[src/common/ddi_pkg.sv]
// shared constants, types and decoded-instruction carrier of the decimal instruction decoder
// assumes a single 100 MHz clock and a digit-pair wide core storage read port
package ddi_pkg;

  // clock and machine-cycle timing
  localparam int CLK_PERIOD_NS = 10;
  localparam int MACHINE_CYCLE_NS = 20000;
  localparam int MACHINE_CYCLE_CLKS = MACHINE_CYCLE_NS / CLK_PERIOD_NS;
  localparam int FETCH_CYCLES = 8;
  localparam int INDIR_CYCLES = 4;

  // instruction layout
  localparam int INSTR_DIGITS = 12;
  localparam int ADDR_DIGITS = 5;
  localparam int INSTR_PAIRS = INSTR_DIGITS / 2;
  localparam int INDIR_PAIRS = 3;
  localparam int IMM_MAX_DIRECT = 5;
  localparam int IMM_MAX_INDIRECT = 6;

  // storage and reset values
  localparam int ADDR_W = 17;
  localparam int MEM_SIZE_DEF = 20000;
  localparam logic [16:0] PC_RESET = 17'h00000;

  typedef struct packed {
    logic flag;
    logic [3:0] val;
  } ddi_digit_t;

  typedef enum logic [1:0] {
    DDI_S_FETCH = 2'h0,
    DDI_S_IND_P = 2'h1,
    DDI_S_IND_Q = 2'h2,
    DDI_S_EXEC = 2'h3
  } ddi_state_t;

  typedef enum logic [2:0] {
    DDI_GRP_ARITH = 3'h0,
    DDI_GRP_COMPARE = 3'h1,
    DDI_GRP_BRANCH = 3'h2,
    DDI_GRP_TRANSMIT = 3'h3,
    DDI_GRP_IO = 3'h4,
    DDI_GRP_CONTROL = 3'h5
  } ddi_group_t;

  typedef enum logic [2:0] {
    DDI_P_NONE = 3'h0,
    DDI_P_DEST = 3'h1,
    DDI_P_TARGET = 3'h2,
    DDI_P_SOURCE = 3'h3,
    DDI_P_ALPHA = 3'h4
  } ddi_p_role_t;

  typedef enum logic [2:0] {
    DDI_Q_NONE = 3'h0,
    DDI_Q_SOURCE = 3'h1,
    DDI_Q_INDICATOR = 3'h2,
    DDI_Q_UNIT = 3'h3,
    DDI_Q_NUMERIC = 3'h4,
    DDI_Q_IMMEDIATE = 3'h5
  } ddi_q_role_t;

  typedef struct packed {
    logic known;
    ddi_group_t group;
    ddi_p_role_t p_role;
    ddi_q_role_t q_role;
    logic imm;
    logic p_ind_ok;
    logic q_ind_ok;
  } ddi_opinfo_t;

  typedef struct packed {
    logic [7:0] op;
    ddi_opinfo_t info;
    logic [16:0] p_addr;
    logic [16:0] q_addr;
    logic [3:0] mod8;
    logic [3:0] mod9;
    logic [3:0] mod11;
    ddi_digit_t [5:0] imm;
    logic [2:0] imm_len;
  } ddi_decoded_t;

endpackage : ddi_pkg

[src/ddi_decoder.sv]
// instruction fetch, decode and indirect address resolution for a digit-serial decimal processor
// assumes core storage answers each digit-pair read with mem_ack_i within the same machine cycle
// and an execution unit that flags its last machine cycle on exec_last_i
`timescale 1ns/10ps
// Operation
// RULE_01 - fetch always spans exactly eight 20 us machine cycles
// RULE_02 - next fetch starts right after the last execute cycle, no idle cycles
// RULE_03 - execute length varies with operation, field lengths and signs
// RULE_04 - first address is destination, branch target, output source or alphameric field
// RULE_05 - second address is source, indicator, unit selector or numeric field
// RULE_06 - shared operation codes are told apart by digits eight, nine and eleven
// RULE_07 - immediate instructions take digits seven to eleven as data
// RULE_08 - immediate data runs from digit eleven leftward, stopping at first flag
// RULE_09 - an address with a flagged units digit is indirect
// RULE_10 - indirection reads exactly five digits, inner flags ignored
// RULE_11 - a flagged substitute address is followed again until direct
// RULE_12 - substitution changes only the internal instruction copy, never storage
// RULE_13 - each indirection level adds four 20 us memory cycles
// RULE_14 - indirect first address flag also ends immediate data, six digits at most
// RULE_15 - indirection allowed on data address fields as the operation permits
// RULE_16 - arithmetic operation codes are recognised
// RULE_17 - compare and branch operation codes are recognised
// RULE_18 - every operation falls in one of six functional groups
// RULE_19 - instruction is twelve digits: operation, first and second address
// RULE_20 - software keeps instructions at even addresses
// RULE_21 - all indirection finishes before execution starts
// RULE_22 - indirect branch target takes five digits at the resolved location
module ddi_decoder #(
  parameter int MEM_SIZE = ddi_pkg::MEM_SIZE_DEF,
  parameter int MCYCLE_CLKS = ddi_pkg::MACHINE_CYCLE_CLKS
) (
  input wire logic ref_clk_i,
  input wire logic rst_n_i,
  input wire logic mem_ack_i,
  input wire logic [9:0] mem_data_i,
  input wire logic exec_last_i,
  input wire logic branch_take_i,
  output logic mem_rd_o,
  output logic [16:0] mem_addr_o,
  output logic exec_start_o,
  output logic fetch_active_o,
  output logic [16:0] pc_o,
  output ddi_pkg::ddi_decoded_t decoded_o
);

  if (MEM_SIZE < 2 || MEM_SIZE > 99999 || (MEM_SIZE % 2) != 0) begin : g_bad_mem
    $error("ddi_decoder: MEM_SIZE must be even and within five decimal digits");
  end

  logic tick;
  ddi_pkg::ddi_opinfo_t info;
  ddi_pkg::ddi_state_t state, next_state;
  logic [2:0] mc, next_mc;
  logic [2:0] rd_slot, next_rd_slot;
  logic [16:0] next_pc, ind_addr, next_ind_addr, next_mem_addr;
  ddi_pkg::ddi_digit_t [11:0] instr, next_instr;
  ddi_pkg::ddi_digit_t [5:0] ibuf, next_ibuf;
  logic q_pend, next_q_pend, next_mem_rd, next_exec_start, next_fetch_active;
  ddi_pkg::ddi_decoded_t next_dec;

  // machine-cycle enable
  ddi_tick_gen #(.CLKS(MCYCLE_CLKS)) u_tick (
    .ref_clk_i(ref_clk_i),
    .rst_n_i(rst_n_i),
    .tick_o(tick)
  );

  // operation classification from the two operation digits
  ddi_opclass u_class ( // RULE_16 RULE_17
    .op_i({instr[0].val, instr[1].val}),
    .info_o(info)
  );

  // addition modulo the installed storage size
  function automatic logic [16:0] wrap_add(input logic [16:0] a, input logic [16:0] d);
    logic [17:0] s;
    s = {1'b0, a} + {1'b0, d};
    if (s >= 18'(MEM_SIZE)) s = s - 18'(MEM_SIZE);
    return s[16:0];
  endfunction : wrap_add

  // subtraction modulo the installed storage size
  function automatic logic [16:0] wrap_sub(input logic [16:0] a, input logic [16:0] d);
    logic [17:0] s;
    if (a >= d) s = {1'b0, a} - {1'b0, d};
    else s = {1'b0, a} + 18'(MEM_SIZE) - {1'b0, d};
    return s[16:0];
  endfunction : wrap_sub

  // five decimal digits, index 4 high order, to binary; flags are ignored
  function automatic logic [16:0] to_addr(input ddi_pkg::ddi_digit_t [4:0] d);
    logic [16:0] acc;
    acc = 17'h00000;
    for (int i = 4; i >= 0; i--) begin
      acc = 17'(acc * 17'h0000A) + {13'h0000, d[i].val}; // RULE_10
    end
    return acc;
  endfunction : to_addr

  // next-state logic of fetch, indirection and execute sequencing
  always_comb begin
    ddi_pkg::ddi_digit_t [4:0] fld;
    logic [16:0] na;
    logic [16:0] pa;
    logic [16:0] qa;
    logic p_ind;
    logic q_ind;
    logic stop;
    int off;
    fld = '0;
    na = 17'h00000;
    pa = 17'h00000;
    qa = 17'h00000;
    p_ind = 1'b0;
    q_ind = 1'b0;
    stop = 1'b0;
    off = 0;
    next_state = state;
    next_mc = mc;
    next_rd_slot = rd_slot;
    next_pc = pc_o;
    next_ind_addr = ind_addr;
    next_instr = instr;
    next_ibuf = ibuf;
    next_q_pend = q_pend;
    next_dec = decoded_o;
    next_mem_addr = mem_addr_o;
    next_mem_rd = 1'b0;
    next_exec_start = 1'b0;
    // capture returned digit pairs; only the internal copy is ever written
    if (mem_ack_i) begin
      if (state == ddi_pkg::DDI_S_FETCH) begin
        next_instr[{rd_slot, 1'b0}] = mem_data_i[9:5]; // RULE_19
        next_instr[{rd_slot, 1'b1}] = mem_data_i[4:0];
      end else begin
        next_ibuf[{rd_slot, 1'b0}] = mem_data_i[9:5]; // RULE_10
        next_ibuf[{rd_slot, 1'b1}] = mem_data_i[4:0];
      end
    end
    if (tick) begin
      case (state)
        ddi_pkg::DDI_S_FETCH: begin
          next_mc = mc + 3'h1;
          if (mc < 3'(ddi_pkg::INSTR_PAIRS)) begin
            next_mem_rd = 1'b1;
            next_mem_addr = wrap_add(pc_o, {13'h0000, mc, 1'b0}); // RULE_20
            next_rd_slot = mc;
          end else if (mc == 3'(ddi_pkg::FETCH_CYCLES - 1)) begin // RULE_01
            pa = to_addr({instr[2], instr[3], instr[4], instr[5], instr[6]});
            qa = to_addr({instr[7], instr[8], instr[9], instr[10], instr[11]});
            p_ind = instr[6].flag & info.p_ind_ok; // RULE_09 RULE_15
            q_ind = instr[11].flag & info.q_ind_ok & ~info.imm; // RULE_09 RULE_15
            next_dec.op = {instr[0].val, instr[1].val};
            next_dec.info = info; // RULE_18
            next_dec.p_addr = pa; // RULE_04
            next_dec.q_addr = qa; // RULE_05
            next_dec.mod8 = instr[8].val; // RULE_06
            next_dec.mod9 = instr[9].val;
            next_dec.mod11 = instr[11].val;
            next_dec.imm = '0;
            next_dec.imm_len = 3'h0;
            if (info.imm) begin
              // scan from the units digit toward higher order
              for (int i = 0; i < ddi_pkg::IMM_MAX_DIRECT; i++) begin
                if (!stop) begin
                  next_dec.imm[i] = instr[11 - i]; // RULE_07 RULE_08
                  next_dec.imm_len = 3'(i + 1);
                  stop = instr[11 - i].flag;
                end
              end
              if (!stop && p_ind) begin
                next_dec.imm[ddi_pkg::IMM_MAX_INDIRECT - 1] = instr[6]; // RULE_14
                next_dec.imm_len = 3'(ddi_pkg::IMM_MAX_INDIRECT);
              end
            end
            next_q_pend = q_ind;
            next_mc = 3'h0;
            if (p_ind) begin
              next_state = ddi_pkg::DDI_S_IND_P;
              next_ind_addr = pa;
            end else if (q_ind) begin
              next_state = ddi_pkg::DDI_S_IND_Q;
              next_ind_addr = qa;
            end else begin
              next_state = ddi_pkg::DDI_S_EXEC;
              next_exec_start = 1'b1;
            end
          end
        end
        ddi_pkg::DDI_S_IND_P, ddi_pkg::DDI_S_IND_Q: begin
          next_mc = mc + 3'h1;
          if (mc < 3'(ddi_pkg::INDIR_PAIRS)) begin
            // three pairs cover the five digits ending at the pointed units digit
            next_mem_rd = 1'b1;
            next_mem_addr = wrap_add(wrap_sub({ind_addr[16:1], 1'b0}, 17'h00004), {13'h0000, mc, 1'b0});
            next_rd_slot = mc;
          end else begin
            off = ind_addr[0] ? 1 : 0;
            for (int j = 0; j < ddi_pkg::ADDR_DIGITS; j++) begin
              fld[4 - j] = ibuf[off + j]; // RULE_10
            end
            na = to_addr(fld);
            next_mc = 3'h0;
            if (fld[0].flag) begin
              next_ind_addr = na; // RULE_11 RULE_13
            end else if (state == ddi_pkg::DDI_S_IND_P) begin
              next_dec.p_addr = na; // RULE_12 RULE_22
              if (q_pend) begin
                next_state = ddi_pkg::DDI_S_IND_Q;
                next_ind_addr = decoded_o.q_addr;
              end else begin
                next_state = ddi_pkg::DDI_S_EXEC; // RULE_21
                next_exec_start = 1'b1;
              end
            end else begin
              next_dec.q_addr = na; // RULE_12
              next_q_pend = 1'b0;
              next_state = ddi_pkg::DDI_S_EXEC; // RULE_21
              next_exec_start = 1'b1;
            end
          end
        end
        ddi_pkg::DDI_S_EXEC: begin
          if (exec_last_i) begin // RULE_03
            next_state = ddi_pkg::DDI_S_FETCH; // RULE_02
            next_mc = 3'h0;
            if (branch_take_i && decoded_o.info.group == ddi_pkg::DDI_GRP_BRANCH) begin
              next_pc = decoded_o.p_addr; // RULE_22
            end else begin
              next_pc = wrap_add(pc_o, 17'(ddi_pkg::INSTR_DIGITS)); // RULE_19
            end
          end
        end
        default: begin
          next_state = ddi_pkg::DDI_S_FETCH;
          next_mc = 3'h0;
        end
      endcase
    end
    next_fetch_active = (next_state == ddi_pkg::DDI_S_FETCH);
  end

  // state registers
  always_ff @(posedge ref_clk_i) begin
    if (!rst_n_i) begin
      state <= ddi_pkg::DDI_S_FETCH;
      mc <= 3'h0;
      rd_slot <= 3'h0;
      pc_o <= ddi_pkg::PC_RESET;
      ind_addr <= 17'h00000;
      instr <= '0;
      ibuf <= '0;
      q_pend <= 1'b0;
      decoded_o <= '0;
      mem_addr_o <= 17'h00000;
      mem_rd_o <= 1'b0;
      exec_start_o <= 1'b0;
      fetch_active_o <= 1'b1;
    end else begin
      state <= next_state;
      mc <= next_mc;
      rd_slot <= next_rd_slot;
      pc_o <= next_pc;
      ind_addr <= next_ind_addr;
      instr <= next_instr;
      ibuf <= next_ibuf;
      q_pend <= next_q_pend;
      decoded_o <= next_dec;
      mem_addr_o <= next_mem_addr;
      mem_rd_o <= next_mem_rd;
      exec_start_o <= next_exec_start;
      fetch_active_o <= next_fetch_active;
    end
  end
endmodule : ddi_decoder

[src/ddi_opclass.sv]
// operation-code classifier: group, field roles, immediate and indirect permissions
// assumes the two operation digits arrive as packed decimal, high digit first
`timescale 1ns/10ps
module ddi_opclass (
  input wire logic [7:0] op_i,
  output ddi_pkg::ddi_opinfo_t info_o
);

  // table of every known operation code
  always_comb begin
    info_o = '{known: 1'b0, group: ddi_pkg::DDI_GRP_CONTROL, p_role: ddi_pkg::DDI_P_NONE,
               q_role: ddi_pkg::DDI_Q_NONE, imm: 1'b0, p_ind_ok: 1'b0, q_ind_ok: 1'b0};
    case (op_i)
      8'h21, 8'h22, 8'h23, 8'h28, 8'h29, 8'h01, 8'h02, 8'h03, 8'h09: begin // RULE_16
        info_o = '{1'b1, ddi_pkg::DDI_GRP_ARITH, ddi_pkg::DDI_P_DEST, ddi_pkg::DDI_Q_SOURCE, 1'b0, 1'b1, 1'b1};
      end
      8'h11, 8'h12, 8'h13, 8'h18, 8'h19: begin // RULE_16
        info_o = '{1'b1, ddi_pkg::DDI_GRP_ARITH, ddi_pkg::DDI_P_DEST, ddi_pkg::DDI_Q_IMMEDIATE, 1'b1, 1'b1, 1'b0};
      end
      8'h24: begin // RULE_17
        info_o = '{1'b1, ddi_pkg::DDI_GRP_COMPARE, ddi_pkg::DDI_P_DEST, ddi_pkg::DDI_Q_SOURCE, 1'b0, 1'b1, 1'b1};
      end
      8'h14: begin // RULE_17
        info_o = '{1'b1, ddi_pkg::DDI_GRP_COMPARE, ddi_pkg::DDI_P_DEST, ddi_pkg::DDI_Q_IMMEDIATE, 1'b1, 1'b1, 1'b0};
      end
      8'h49: begin // RULE_17
        info_o = '{1'b1, ddi_pkg::DDI_GRP_BRANCH, ddi_pkg::DDI_P_TARGET, ddi_pkg::DDI_Q_NONE, 1'b0, 1'b1, 1'b0};
      end
      8'h44, 8'h45, 8'h55, 8'h43, 8'h27, 8'h07: begin // RULE_17
        info_o = '{1'b1, ddi_pkg::DDI_GRP_BRANCH, ddi_pkg::DDI_P_TARGET, ddi_pkg::DDI_Q_SOURCE, 1'b0, 1'b1, 1'b1};
      end
      8'h46, 8'h47: begin // RULE_17 RULE_05
        info_o = '{1'b1, ddi_pkg::DDI_GRP_BRANCH, ddi_pkg::DDI_P_TARGET, ddi_pkg::DDI_Q_INDICATOR, 1'b0, 1'b1, 1'b0};
      end
      8'h17: begin // RULE_17
        info_o = '{1'b1, ddi_pkg::DDI_GRP_BRANCH, ddi_pkg::DDI_P_TARGET, ddi_pkg::DDI_Q_IMMEDIATE, 1'b1, 1'b1, 1'b0};
      end
      8'h42: begin // RULE_17
        info_o = '{1'b1, ddi_pkg::DDI_GRP_BRANCH, ddi_pkg::DDI_P_NONE, ddi_pkg::DDI_Q_NONE, 1'b0, 1'b0, 1'b0};
      end
      8'h25, 8'h26, 8'h31, 8'h08, 8'h05, 8'h06: begin
        info_o = '{1'b1, ddi_pkg::DDI_GRP_TRANSMIT, ddi_pkg::DDI_P_DEST, ddi_pkg::DDI_Q_SOURCE, 1'b0, 1'b1, 1'b1};
      end
      8'h15, 8'h16: begin
        info_o = '{1'b1, ddi_pkg::DDI_GRP_TRANSMIT, ddi_pkg::DDI_P_DEST, ddi_pkg::DDI_Q_IMMEDIATE, 1'b1, 1'b1, 1'b0};
      end
      8'h72, 8'h73: begin // RULE_04 RULE_05
        info_o = '{1'b1, ddi_pkg::DDI_GRP_TRANSMIT, ddi_pkg::DDI_P_ALPHA, ddi_pkg::DDI_Q_NUMERIC, 1'b0, 1'b1, 1'b1};
      end
      8'h36, 8'h37, 8'h34: begin // RULE_05
        info_o = '{1'b1, ddi_pkg::DDI_GRP_IO, ddi_pkg::DDI_P_DEST, ddi_pkg::DDI_Q_UNIT, 1'b0, 1'b1, 1'b0};
      end
      8'h38, 8'h35, 8'h39: begin // RULE_04
        info_o = '{1'b1, ddi_pkg::DDI_GRP_IO, ddi_pkg::DDI_P_SOURCE, ddi_pkg::DDI_Q_UNIT, 1'b0, 1'b1, 1'b0};
      end
      8'h32, 8'h33: begin
        info_o = '{1'b1, ddi_pkg::DDI_GRP_CONTROL, ddi_pkg::DDI_P_DEST, ddi_pkg::DDI_Q_NONE, 1'b0, 1'b1, 1'b0};
      end
      8'h71: begin
        info_o = '{1'b1, ddi_pkg::DDI_GRP_CONTROL, ddi_pkg::DDI_P_DEST, ddi_pkg::DDI_Q_SOURCE, 1'b0, 1'b1, 1'b1};
      end
      8'h48, 8'h41: begin
        info_o = '{1'b1, ddi_pkg::DDI_GRP_CONTROL, ddi_pkg::DDI_P_NONE, ddi_pkg::DDI_Q_NONE, 1'b0, 1'b0, 1'b0};
      end
      default: begin
        info_o.known = 1'b0;
      end
    endcase
  end

endmodule : ddi_opclass

[src/ddi_tick_gen.sv]
// machine-cycle enable divider: one-cycle pulse every CLKS reference clocks
// assumes the synchronous active-low reset of the decoder
`timescale 1ns/10ps
module ddi_tick_gen #(
  parameter int CLKS = ddi_pkg::MACHINE_CYCLE_CLKS
) (
  input wire logic ref_clk_i,
  input wire logic rst_n_i,
  output logic tick_o
);

  if (CLKS < 2 || CLKS > 65535) begin : g_bad
    $error("ddi_tick_gen: CLKS out of range");
  end

  logic [15:0] cnt;
  logic [15:0] next_cnt;
  logic next_tick;

  // count down and pulse on the last clock of each machine cycle
  always_comb begin
    next_tick = 1'b0;
    if (cnt == 16'h0000) begin
      next_cnt = 16'(CLKS - 1);
      next_tick = 1'b1;
    end else begin
      next_cnt = cnt - 16'h0001;
    end
  end

  always_ff @(posedge ref_clk_i) begin
    if (!rst_n_i) begin
      cnt <= 16'(CLKS - 1);
      tick_o <= 1'b0;
    end else begin
      cnt <= next_cnt;
      tick_o <= next_tick;
    end
  end

endmodule : ddi_tick_gen

[config.mk]
export PLATFORM = sky130hd
export DESIGN_NAME = ddi_decoder
export DESIGN_NICKNAME = d
export VERILOG_FILES = /design/src/common/ddi_pkg.sv /design/src/ddi_decoder.sv /design/src/ddi_opclass.sv /design/src/ddi_tick_gen.sv
export SDC_FILE = /design/constraint.sdc
export NUM_CORES = 1
export LEC_CHECK = 0
export ABC_AREA = 0
export BUFFER_PORTS_ARGS = -buffer_cell sky130_fd_sc_hd__buf_4
export CAP_MARGIN = 20
export CORE_MARGIN = 2
export CORE_UTILIZATION = 57
export DETAILED_ROUTE_END_ITERATION = 10
export PLACE_DENSITY = 0.89
export SLEW_MARGIN = 20
export SYNTH_ARGS = -nofsm -noshare
export SYNTH_HDL_FRONTEND = slang
export SYNTH_SLANG_ARGS = --single-unit
[constraint.sdc]
create_clock -name ref_clk_i -period 8.9 [get_ports ref_clk_i]
set_input_delay 0.89 -clock ref_clk_i [delete_from_list [all_inputs] [get_ports ref_clk_i]]
set_output_delay 0.89 -clock ref_clk_i [all_outputs]
set_load 0.05 [all_outputs]
Yosys cells after proc, flatten, opt, wreduce, memory -nomap -nowiden
Index checks and enable logic that the tools add are counted.
{"block": "totals", "ff_bits": 270, "latchBits": 0, "ram_bits": 0, "rom_bits": 0, "in_bits": 15, "out_inout_bits": 137, "word_cells": 371, "n_memories": 0}
{"block": "classes", "add_sub_neg": 27, "n_mul": 12, "div": 0, "order_cmp": 17, "n_eq_ne": 65, "shifts": 0, "n_mux": 135, "bitwise_logic": 7, "reduce_logical": 34}
{"cell": "2-to-1 mux 17 bit", "n": 20}
{"cell": "one-hot mux 12 bit (16 select lines)", "n": 1}
{"cell": "2-to-1 mux 79 bit", "n": 2}
{"cell": "== test 8 x 6 -> 1 bit (second input constant)", "n": 18}
{"cell": "bitwise mux 60 bit", "n": 2}
{"cell": "== test 8 x 7 -> 1 bit (second input constant)", "n": 13}
{"cell": "adder 17 x 4 -> 17 bit", "n": 6}
{"cell": "binary-select mux 5 bit (select 3 bit)", "n": 5}
{"cell": "== test 8 x 5 -> 1 bit (second input constant)", "n": 9}
{"cell": "2-to-1 mux 34 bit", "n": 2}
{"cell": "one-hot mux 17 bit (2 select lines)", "n": 2}
{"cell": "one-hot mux 34 bit (2 select lines)", "n": 1}
{"cell": "bitwise mux 30 bit", "n": 2}
{"cell": "2-to-1 mux 5 bit", "n": 11}
{"cell": "greater-or-equal comparator 18 x 15 -> 1 bit (second input constant)", "n": 3}
{"cell": "multiplier 17 x 3 -> 16 bit (second input constant)", "n": 3}
{"cell": "subtractor 17 x 15 -> 17 bit (second input constant)", "n": 3}
{"cell": "2-to-1 mux 1 bit", "n": 49}
{"cell": "multiplier 14 x 3 -> 16 bit (second input constant)", "n": 3}
{"cell": "OR reduction 48 bit", "n": 1}
{"cell": "adder 13 x 4 -> 14 bit", "n": 3}
{"cell": "adder 17 x 4 -> 18 bit", "n": 2}
{"cell": "multiplier 9 x 3 -> 12 bit (second input constant)", "n": 3}
{"cell": "subtractor 17 x 3 -> 17 bit (second input constant)", "n": 2}
{"cell": "57 further kinds", "n": 131}

Depth between registers and ports, before layout
Gate-level depths: netlist of the first run.
{"block": "logic_depth", "depth_word": 39, "ltp_mapped": 38, "depth_no_buf": 35}

By module
A second synthesis of the first run with hierarchy kept.
{"block": "unflattened", "hier_cells": 2778, "area_unflattened_um2": 22585.4}
{"module": "ddi_decoder", "instances": 1, "cells_per_inst": 2599, "area_each_um2": 21106.5, "seq_area_each_um2": 4864.7}
{"module": "ddi_tick_gen", "instances": 1, "cells_per_inst": 74, "area_each_um2": 764.5, "seq_area_each_um2": 340.3}
{"module": "ddi_opclass", "instances": 1, "cells_per_inst": 105, "area_each_um2": 714.4, "seq_area_each_um2": 0.0}

Worst setup path after synthesis of the first run
No wires, ideal clock.
{"block": "synth_path", "path_kind": "register to register", "startpoint": "reg ind_addr[0]", "endpoint": "reg ind_addr[16]", "setup_ns": 0.082, "t_arrival_ns": 8.238, "required_time_ns": 8.818, "path_slack_ns": 0.580, "path_stages_with_launch": 38, "n_path_buf": 3, "synth_period_minus_slack_ns": 8.320, "path_cell_list": "dfxtp_1 > clkbuf_1 > clkbuf_1 > buf_1 > mux2i_1 > inv_1 > ha_1 > ha_1 > fa_1 > o211ai_1 > nor2_1 > xnor2_1 > ha_1 > ha_1 > o21a_1 > a21o_1 > a21oi_1 > xnor2_1 > (+2 left out) > ha_1 > ha_1 > o21ai_0 > nor2_1 > o22a_1 > xor2_1 > xor2_1 > ha_1 > ha_1 > and3_1 > a211oi_1 > o21bai_1 > a21oi_1 > xnor2_1 > xnor3_1 > xnor2_1 > nand4_1 > o2111ai_1"}
{"block": "synth_via", "elab_chain_cells": 15, "word_cells_on_any_way": 34, "classes_between": "8 x add/sub; 4 x mul; 2 x eq/ne; 19 x mux; 1 x reduce/logical"}
{"element": "from (decl)", "line": "ddi_decoder.sv:55", "text": "logic [16:0] next_pc, ind_addr, next_ind_addr, next_mem_addr;"}
{"element": "from (signal assigned)", "line": "ddi_decoder.sv:264", "text": "ind_addr <= next_ind_addr;"}
{"element": "2-to-1 mux 1 bit (*)", "line": "ddi_decoder.sv:198", "text": "off = ind_addr[0] ? 1 : 0;"}
{"element": "binary-select mux 5 bit (select 3 bit) or adder 1 x 1 -> 2 bit (tied branches)", "line": "ddi_decoder.sv:200", "text": "fld[4 - j] = ibuf[off + j];"}
{"element": "2-to-1 mux 4 bit (not written as such) or binary-select mux 5 bit (select 3 bit) (tied branches)", "line": "ddi_decoder.sv:200"}
{"element": "2-to-1 mux 4 bit (not written as such)", "line": "ddi_decoder.sv:200"}
{"element": "multiplier 4 x 3 -> 7 bit or 2-to-1 mux 4 bit (tied branches)", "line": "ddi_decoder.sv:95, ddi_decoder.sv:200"}
{"element": "adder 8 x 4 -> 9 bit", "line": "ddi_decoder.sv:95", "text": "acc = 17'(acc * 17'h0000A) + {13'h0000, d[i].val};"}
{"element": "multiplier 9 x 3 -> 12 bit", "line": "ddi_decoder.sv:95"}
{"element": "adder 13 x 4 -> 14 bit", "line": "ddi_decoder.sv:95"}
{"element": "multiplier 14 x 3 -> 16 bit", "line": "ddi_decoder.sv:95"}
{"element": "adder 17 x 4 -> 17 bit", "line": "ddi_decoder.sv:95"}
{"element": "multiplier 17 x 3 -> 16 bit", "line": "ddi_decoder.sv:95"}
{"element": "adder 17 x 4 -> 17 bit", "line": "ddi_decoder.sv:95"}
{"element": "2-to-1 mux 17 bit", "line": "ddi_decoder.sv:204", "text": "if (fld[0].flag) begin"}
{"element": "2-to-1 mux 17 bit", "line": "ddi_decoder.sv:192", "text": "if (mc < 3'(ddi_pkg::INDIR_PAIRS)) begin"}
{"element": "one-hot mux 17 bit (2 select lines)", "line": "ddi_decoder.sv:141", "text": "case (state)"}
Mark *: on every way between the ends. The rest lies on a longest branch, timed or not. The select of a mux whose other input is x is not followed.
A chain may end at the register's enable or synchronous reset.

Worst setup path after layout of the first run
{"block": "layout_path", "startpoint": "reg ind_addr[0]", "endpoint": "reg decoded_o[78] in the netlist's numbering"}
{"block": "layout_via", "elab_chain_cells": 16, "word_cells_on_any_way": 34, "classes_between": "8 x add/sub; 4 x mul; 1 x eq/ne; 20 x mux; 1 x reduce/logical"}
{"element": "2-to-1 mux 1 bit (*)", "line": "ddi_decoder.sv:198"}
{"element": "binary-select mux 5 bit (select 3 bit) or adder 1 x 1 -> 2 bit (tied branches)", "line": "ddi_decoder.sv:200"}
{"element": "2-to-1 mux 4 bit (not written as such) or binary-select mux 5 bit (select 3 bit) (tied branches)", "line": "ddi_decoder.sv:200"}
{"element": "2-to-1 mux 4 bit (not written as such)", "line": "ddi_decoder.sv:200"}
{"element": "multiplier 4 x 3 -> 7 bit or 2-to-1 mux 4 bit (tied branches)", "line": "ddi_decoder.sv:95, ddi_decoder.sv:200"}
{"element": "adder 8 x 4 -> 9 bit", "line": "ddi_decoder.sv:95"}
{"element": "multiplier 9 x 3 -> 12 bit", "line": "ddi_decoder.sv:95"}
{"element": "adder 13 x 4 -> 14 bit", "line": "ddi_decoder.sv:95"}
{"element": "multiplier 14 x 3 -> 16 bit", "line": "ddi_decoder.sv:95"}
{"element": "adder 17 x 4 -> 17 bit", "line": "ddi_decoder.sv:95"}
{"element": "multiplier 17 x 3 -> 16 bit", "line": "ddi_decoder.sv:95"}
{"element": "adder 17 x 4 -> 17 bit", "line": "ddi_decoder.sv:95"}
{"element": "2-to-1 mux 17 bit", "line": "ddi_decoder.sv:206", "text": "end else if (state == ddi_pkg::DDI_S_IND_P) begin"}
{"element": "2-to-1 mux 34 bit", "line": "ddi_decoder.sv:204"}
{"element": "2-to-1 mux 34 bit", "line": "ddi_decoder.sv:192"}
{"element": "one-hot mux 34 bit (2 select lines)", "line": "ddi_decoder.sv:141"}
{"element": "to (signal assigned)", "line": "ddi_decoder.sv:268", "text": "decoded_o <= next_dec;"}
{"element": "to (decl)", "line": "ddi_decoder.sv:43", "text": "output ddi_pkg::ddi_decoded_t decoded_o"}
Marked as above.

==> results of run 1 <==
[path summary, 6_finish.rpt]
check | endpoint | slack (ns) | startpoint
setup / recovery | decoded_o[78]$_SDFFE_PN0P_ | 0.61 | ind_addr[0]$_SDFFE_PN0P_
hold / removal | u_tick.cnt[0]$_SDFF_PP1_ | 0.40 | u_tick.cnt[0]$_SDFF_PP1_
setup reg to reg | decoded_o[78]$_SDFFE_PN0P_ | 0.61 | ind_addr[0]$_SDFFE_PN0P_
hold reg to reg | u_tick.cnt[0]$_SDFF_PP1_ | 0.40 | u_tick.cnt[0]$_SDFF_PP1_
[synth_stat cells (all sizes together) (31+ instances only)]
cell type / number
a21o: 41
a21oi: 170
a22oi: 32
a31oi: 32
clkbuf: 125
dfxtp: 260
ha: 253
inv: 108
mux2i: 104
nand2: 222
nand2b: 32
nand3: 70
nor2: 338
nor2b: 31
nor3: 82
o211ai: 33
o21ai: 151
xnor2: 171
xor2: 96
[registers in the layout, summed over array words and instances, names as in the netlist, 2 cells and up]
signal,cells
pc_o,17
mc,3
state,2
instr,54
ind_addr,17
ibuf,26
mem_addr_o,17
u_tick.cnt,16
decoded_o,100
rd_slot,3
[worst max-delay path, delay by kind of cell (launching register included)]
| kind | cells | cell delay, ns |
|---|---|---|
| muxes | 1 | 0.38 |
| xor gates and xnor gates | 8 | 1.73 |
| adders and majority gates | 9 | 2.85 |
| DFF | 1 | 0.42 |
| and+or+nand+nor | 5 | 1.00 |
| AOI/OAI and AO/OA | 9 | 1.63 |
| buffers and inverters | 2 | 0.18 |
[per-layer routing]
layer / GRT usage (%) / part of all wire (%)
met4: 15.2 / 5.5
met1: 37.4 / 40
met2: 52.2 / 46
met5: 0 / 0
met3: 5.55 / 8.6
[cells by family after synthesis]
logic type	Yosys count
and+or+nand+nor	974
AOI/OAI and AO/OA	664
adders and majority gates	279
xor gates and xnor gates	269
DFF	260
buffers and inverters	251
muxes	125
other	1
[layout by cell type (no fill, tap or decap), types with 30 or more instances in the layout]
| cell | instances |
|---|---|
| sky130_fd_sc_hd__ha_1 | 252 |
| sky130_fd_sc_hd__o21ai_0 | 148 |
| sky130_fd_sc_hd__nand3_1 | 69 |
| sky130_fd_sc_hd__a21o_1 | 41 |
| sky130_fd_sc_hd__a22oi_1 | 32 |
| sky130_fd_sc_hd__nand2_1 | 222 |
| sky130_fd_sc_hd__nand2b_1 | 32 |
| sky130_fd_sc_hd__nor2b_1 | 31 |
| sky130_fd_sc_hd__dfxtp_1 | 260 |
| sky130_fd_sc_hd__buf_4 | 160 |
| sky130_fd_sc_hd__a31oi_1 | 30 |
| sky130_fd_sc_hd__xor2_1 | 95 |
| sky130_fd_sc_hd__nor3_1 | 80 |
| sky130_fd_sc_hd__o211ai_1 | 33 |
| sky130_fd_sc_hd__inv_1 | 108 |
| sky130_fd_sc_hd__nor2_1 | 337 |
| sky130_fd_sc_hd__mux2i_1 | 104 |
| sky130_fd_sc_hd__a21oi_1 | 169 |
| sky130_fd_sc_hd__xnor2_1 | 171 |
[power groups by stage]
stage	logic [mW]	clock network, mW	registers, mW
after global placement	0.0725	0	1.20
after floorplan	0.0561	0	1.19
after global routing	0.0818	1.26	1.18
after CTS	0.0747	1.22	1.18
final	0.0762	1.21	1.18
after detailed placement	0.0741	0	1.20
[metrics by stage]
step	setup TNS (ns)	setup slack [ns]	instance area (µm²)	util [%]
after floorplan	0	0.580	22500	-
after global placement	0	0.847	23900	61.5
after detailed placement	0	0.553	23900	61.5
after CTS	0	0.491	24800	63.9
after global routing	-0.0514	-0.0394	24900	64.0
final	0	0.607	24900	64.0
[final cells by class]
type | count | area share, %
inverters | 109 | 1.67
flip-flops and latches | 260 | 20.9
clock inverters | 14 | 0.775
clock buffers | 35 | 3.05
repair buffers | 161 | 4.88
well taps | 518 | 2.61
multi-input cells | 2314 | 66.1
==> impl_metrics.py, run 1 <==
metrics = {
    "status": {
        "status": "complete, no violations",
    },
    "critical_path": {
        "worst_path_most_repeated_cell": "sky130_fd_sc_hd__ha_1",
        "start_kind": "register",
        "worst_path_largest_cell_delay_ns": 0.55,
        "cp.required_ns": 9.38,
        "worst-endpoint-arrival_ns": 8.77,
        "crit_fanout": 5,
        "slowest_stage": "sky130_fd_sc_hd__fa_1",
        "worst-setup-path-type": "reg2reg",
        "worstSetupEndpointType": "register",
        "ff2ff_path_depth": 34,
    },
    "synth": {
        "synth.largest_area_cell": "sky130_fd_sc_hd__dfxtp_1",
        "yosys_warnings": 0,
        "synth.area.mux_share_pct": 5.67,
        "combinational_family_with_the_most_area_after_synthesis": "simple AND/OR/NAND/NOR gates",
        "syn-mean-instance-area_um2": 7.98,
        "synth_simple_gate_area_share_pct": 20.8,
        "synth_largest_type_area_fraction_pct": 23.1,
        "share_of_synthesized_registers_carrying_an_async_set_or_reset_pct": 0,
        "seq_area_frac_synth_pct": 23.1,
        "synth.ff_latch_count": 260,
        "yosys.area_share.xor_xnor_pct": 10.6,
        "yosys_most_used_dff": "sky130_fd_sc_hd__dfxtp_1",
        "netlist_instances": 2823,
        "count_of_flip_flops_with_a_built_in_enable_after_synthesis": 0,
        "synthesized_area_fraction_occupied_by_adder_cells_pct": 16.4,
        "synth.cell_area_um2": 22500,
        "ys_types": 88,
        "post_synthesis_compound_gate_area_fraction_pct": 19.2,
        "yosys-top-cells-area": "sky130_fd_sc_hd__dfxtp_1 (23%), sky130_fd_sc_hd__ha_1 (14%), sky130_fd_sc_hd__xnor2_1 (6.6%)",
    },
    "layout": {
        "multi_input_area_um2": 16400,
        "fillCellCount": 3115,
        "finish.net_count": 3168,
        "drive_gt1_share_pct": 9.44,
        "area.growth.synth_to_final_pct": 10.3,
        "antenna_cells_inserted": 0,
        "ff_latch_area_um2": 5200,
        "final_cells": 3411,
    },
    "clocking": {
        "cts.root.buffer_cell": "sky130_fd_sc_hd__clkbuf_16",
        "htree_levels": 1,
        "path_clk_slew_ns": 0.07,
        "cts_inserted_buffers": 28,
        "post_cts_buffers": 0,
        "clock_insertion_delay_worst_skew_ns": 0.57,
        "post_cts_hold_buffer_count": 0,
        "post_cts.resized_instances": 0,
        "tritoncts": "yes",
        "max-clock-path-buffers": 3,
        "cts.sink_count": 260,
    },
    "route": {
        "drc": 0,
        "route.final.wire_length_um": 65200,
        "post_drt_via_cell_ratio": 6.34,
        "ant_nets": 0,
        "routed-via-count": 21600,
        "drt_first_iter_violations": 1862,
        "detailedRoute.firstPassIterationCount": 7,
        "post_drt_wl_per_cell_um": 19.1,
    },
    "power_and_ir_drop": {
        "total_power_mw": 2.47,
        "total_switching_power_mw": 0.561,
        "leakage_nw": 11.3,
        "max-vdd-ir-drop_uv": 145,
        "pwr-share-comb_pct": 3.1,
        "p_int_mw": 1.91,
        "clock_power_share_pct": 49.2,
        "power_density_nw_per_um2": 99.3,
        "power_switching_share_pct": 22.7,
        "power.sequential.fraction_pct": 47.7,
    },
    "sta": {
        "worst_hold_check_slack_ns": 0.398,
        "finalHoldViolCount": 0,
        "setup_viol": 0,
        "fin_crit_ns": 8.29,
        "worstMarginPinSlew_ns": 1.08,
        "layout_worst_path_cycle_share_pct": 93.2,
        "fin_skew_ns": 0.0211,
        "max_slew_margin_pct": 27.5,
        "final_max_slew_viol_count": 0,
        "timing.fmax_mhz": 121,
    },
    "min_path": {
        "worstHoldPathType": "reg2reg",
        "number_of_instances_on_the_worst_hold_path": 1,
    },
    "placed_design": {
        "detailed_place_hpwl_um": 49100,
        "count_of_input_and_output_buffers": 151,
        "routabilityCongestion": 0.958,
        "dp.cells": 3362,
    },
    "floorplan": {
        "design.die.area_um2": 41100,
        "fp.dieW_um": 203,
        "placementRows": 72,
        "top_level_ports": 152,
        "die-height_um": 203,
        "coreArea_um2": 38800,
        "start_util_pct": 58.0,
    },
    "global_routing": {
        "pin_count_of_the_biggest_net_entering_global_routing": 107,
        "antenna_found_initial": 0,
        "first_global_vias": 20900,
        "grt_overflow": 0,
        "grtUsageTotal_pct": 30.7,
        "grt_first_pass_wirelength_um": 105000,
    },
    "job": {
        "cap_violations": 0,
    },
}
No activity file was read; power rests on OpenSTA's default activity.
==> inputs of run 2 (changes only) <==
CORE_ASPECT_RATIO = 1.75   (was not set)
==> run 2 against run 1 <==
Core utilization down 0.69 points. Fmax decreased by 1.1%. Wire length up 4.5%. Largest cell class unchanged.
==> impl_metrics.py, run 2 (synthesis gave the netlist of run 1 again) <==
metrics = {
    "critical_path": {
        "reg2reg_slack_ns": 0.51,
        "cp.required_ns": 9.37,
        "ff2ff_path_depth": 34,
        "crit_fanout": 7,
        "worst-endpoint-arrival_ns": 8.86,
        "timing.critical_path.depth": 34,
        "worst_path_largest_cell_delay_ns": 0.54,
        "slowest_stage": "sky130_fd_sc_hd__fa_1",
        "crit_path_end": "decoded_o[61]$_SDFFE_PN0P_",
        "cpLargestDelayFamily": "adder cells",
        "worst_path_most_repeated_cell": "sky130_fd_sc_hd__ha_1",
        "start_kind": "register",
        "worstSetupEndpointType": "register",
        "worst-setup-path-type": "reg2reg",
        "crit_path_start": "instr[38]$_SDFFE_PN0P_",
        "worst_r2r_startpoint": "instr[38]$_SDFFE_PN0P_",
        "timing.critical_path.buf_inv": 1,
        "end_of_the_worst_register_to_register_path": "decoded_o[61]$_SDFFE_PN0P_",
    },
    "global_routing": {
        "grt_first_pass_wirelength_um": 108000,
        "first_global_vias": 21600,
        "grtUsageTotal_pct": 31.9,
        "pin_count_of_the_biggest_net_entering_global_routing": 100,
        "grt_overflow": 0,
        "antenna_found_initial": 0,
    },
    "layout": {
        "most-common-layout-cells": "sky130_fd_sc_hd__nor2_1 (336), sky130_fd_sc_hd__dfxtp_1 (260), sky130_fd_sc_hd__ha_1 (252), sky130_fd_sc_hd__nand2_1 (222), sky130_fd_sc_hd__xnor2_1 (170)",
        "drive_gt1_share_pct": 9.65,
        "reg_top3": "decoded_o: 100 flops, instr: 54 flops, ibuf: 26 flops",
        "largest_register_ff_count": 100,
        "finish.net_count": 3166,
        "area.growth.synth_to_final_pct": 10.1,
        "max_flop_register": "decoded_o",
        "mostFrequentLayoutCell": "sky130_fd_sc_hd__nor2_1",
    },
    "placed_design": {
        "routabilityCongestion": 1.01,
        "count_of_input_and_output_buffers": 151,
        "detailed_place_hpwl_um": 51900,
    },
    "sta": {
        "finalHoldViolCount": 0,
        "max_slew_margin_pct": 27.6,
        "setup_viol": 0,
        "setup-tns-final_ns": 0,
        "final_max_slew_viol_count": 0,
        "fin_skew_ns": 0.0406,
        "worstMarginPinSlew_ns": 1.08,
        "unrepaired_setup_endpoints_after_global_routing": "no",
        "timing.fmax_mhz": 119,
        "fin_crit_ns": 8.39,
        "layout_worst_path_cycle_share_pct": 94.3,
    },
    "route": {
        "drc": 0,
        "routed-via-count": 21700,
        "route.final.wire_length_um": 68200,
        "post_drt_wl_per_cell_um": 20.1,
        "drt_first_iter_violations": 1775,
        "post_drt_via_cell_ratio": 6.41,
        "ant_nets": 0,
        "detailedRoute.firstPassIterationCount": 8,
    },
    "clocking": {
        "post_cts_buffers": 0,
        "htree_levels": 1,
        "cts.sink_count": 260,
        "path_clk_slew_ns": 0.07,
        "cts_inserted_buffers": 26,
        "cts.root.buffer_cell": "sky130_fd_sc_hd__clkbuf_16",
        "clock_insertion_delay_worst_skew_ns": 0.58,
        "tritoncts": "yes",
        "post_cts.resized_instances": 0,
        "post_cts_hold_buffer_count": 0,
        "max-clock-path-buffers": 3,
    },
    "status": {
        "status": "complete, no violations",
    },
    "min_path": {
        "number_of_instances_on_the_worst_hold_path": 1,
        "min_from": "u_tick.cnt[0]$_SDFF_PP1_",
        "worstHoldPathType": "reg2reg",
    },
    "floorplan": {
        "start_util_pct": 57.5,
        "fp.dieW_um": 154,
        "design.die.area_um2": 41200,
        "coreArea_um2": 39200,
        "die-height_um": 267,
        "placementRows": 96,
        "top_level_ports": 152,
    },
    "job": {
        "cap_violations": 0,
    },
    "power_and_ir_drop": {
        "power_density_nw_per_um2": 98.2,
        "leakage_nw": 11.3,
        "total_power_mw": 2.43,
        "max-vdd-ir-drop_uv": 143,
    },
}
## run 2: per-stage QoR
step                setup WS (ns)  instances  utilization (%)  hold WS [ns]  instance area [µm²]
detailed placement          0.460       3334             60.9         0.397                23800
CTS                         0.406       3382             63.2         0.412                24800
global placement            0.791       3334             60.9         0.383                23800
finish                      0.511       3383             63.3         0.409                24800
global route              0.00516       3382             63.3         0.425                24800
floorplan                   0.580       2825                -         0.371                22500
## run 2: metal layers
layer	share of wire (%)	track usage, %
met4	8.7	24.8
met3	6.4	4.03
met1	35	33.3
met5	0	0
met2	50	57.6
## run 2: area by class of cell
cell class                      instances  area (µm²)
Inverter                              109         414
Clock buffer                           30         696
Tap cell                              490         613
Antenna cell                            1        2.50
Timing Repair Buffer                  161        1210
Sequential cell                       260        5200
Clock inverter                         18         215
Multi-Input combinational cell       2314       16400
Fill cell                            3179       14400
## run 2: how the worst min path moves through the flow
stage | endpoint
floorplan | u_tick.cnt[0]$_SDFF_PP1_
global placement | u_tick.cnt[0]$_SDFF_PP1_
detailed placement | u_tick.cnt[0]$_SDFF_PP1_
CTS | u_tick.cnt[0]$_SDFF_PP1_
global route | u_tick.cnt[0]$_SDFF_PP1_
finish | u_tick.cnt[0]$_SDFF_PP1_
## run 2: worst register-to-register path: cells and delay by family, from the launching register on
family                   cells  cell delay [ns]
buffers and inverters        1             0.11
AND/OR/NAND/NOR              6             1.09
AO/OA/AOI/OAI               11             1.96
adder cells (fa/ha/maj)      9             3.00
XOR/XNOR                     6             1.49
flip-flops                   1             0.48
multiplexers                 1             0.15
## run 2: power by group
group / internal [mW] / switching (mW)
clock: 0.661 / 0.520
combinational: 0.0225 / 0.0554
sequential: 1.17 / 0.0103
total: 1.85 / 0.586
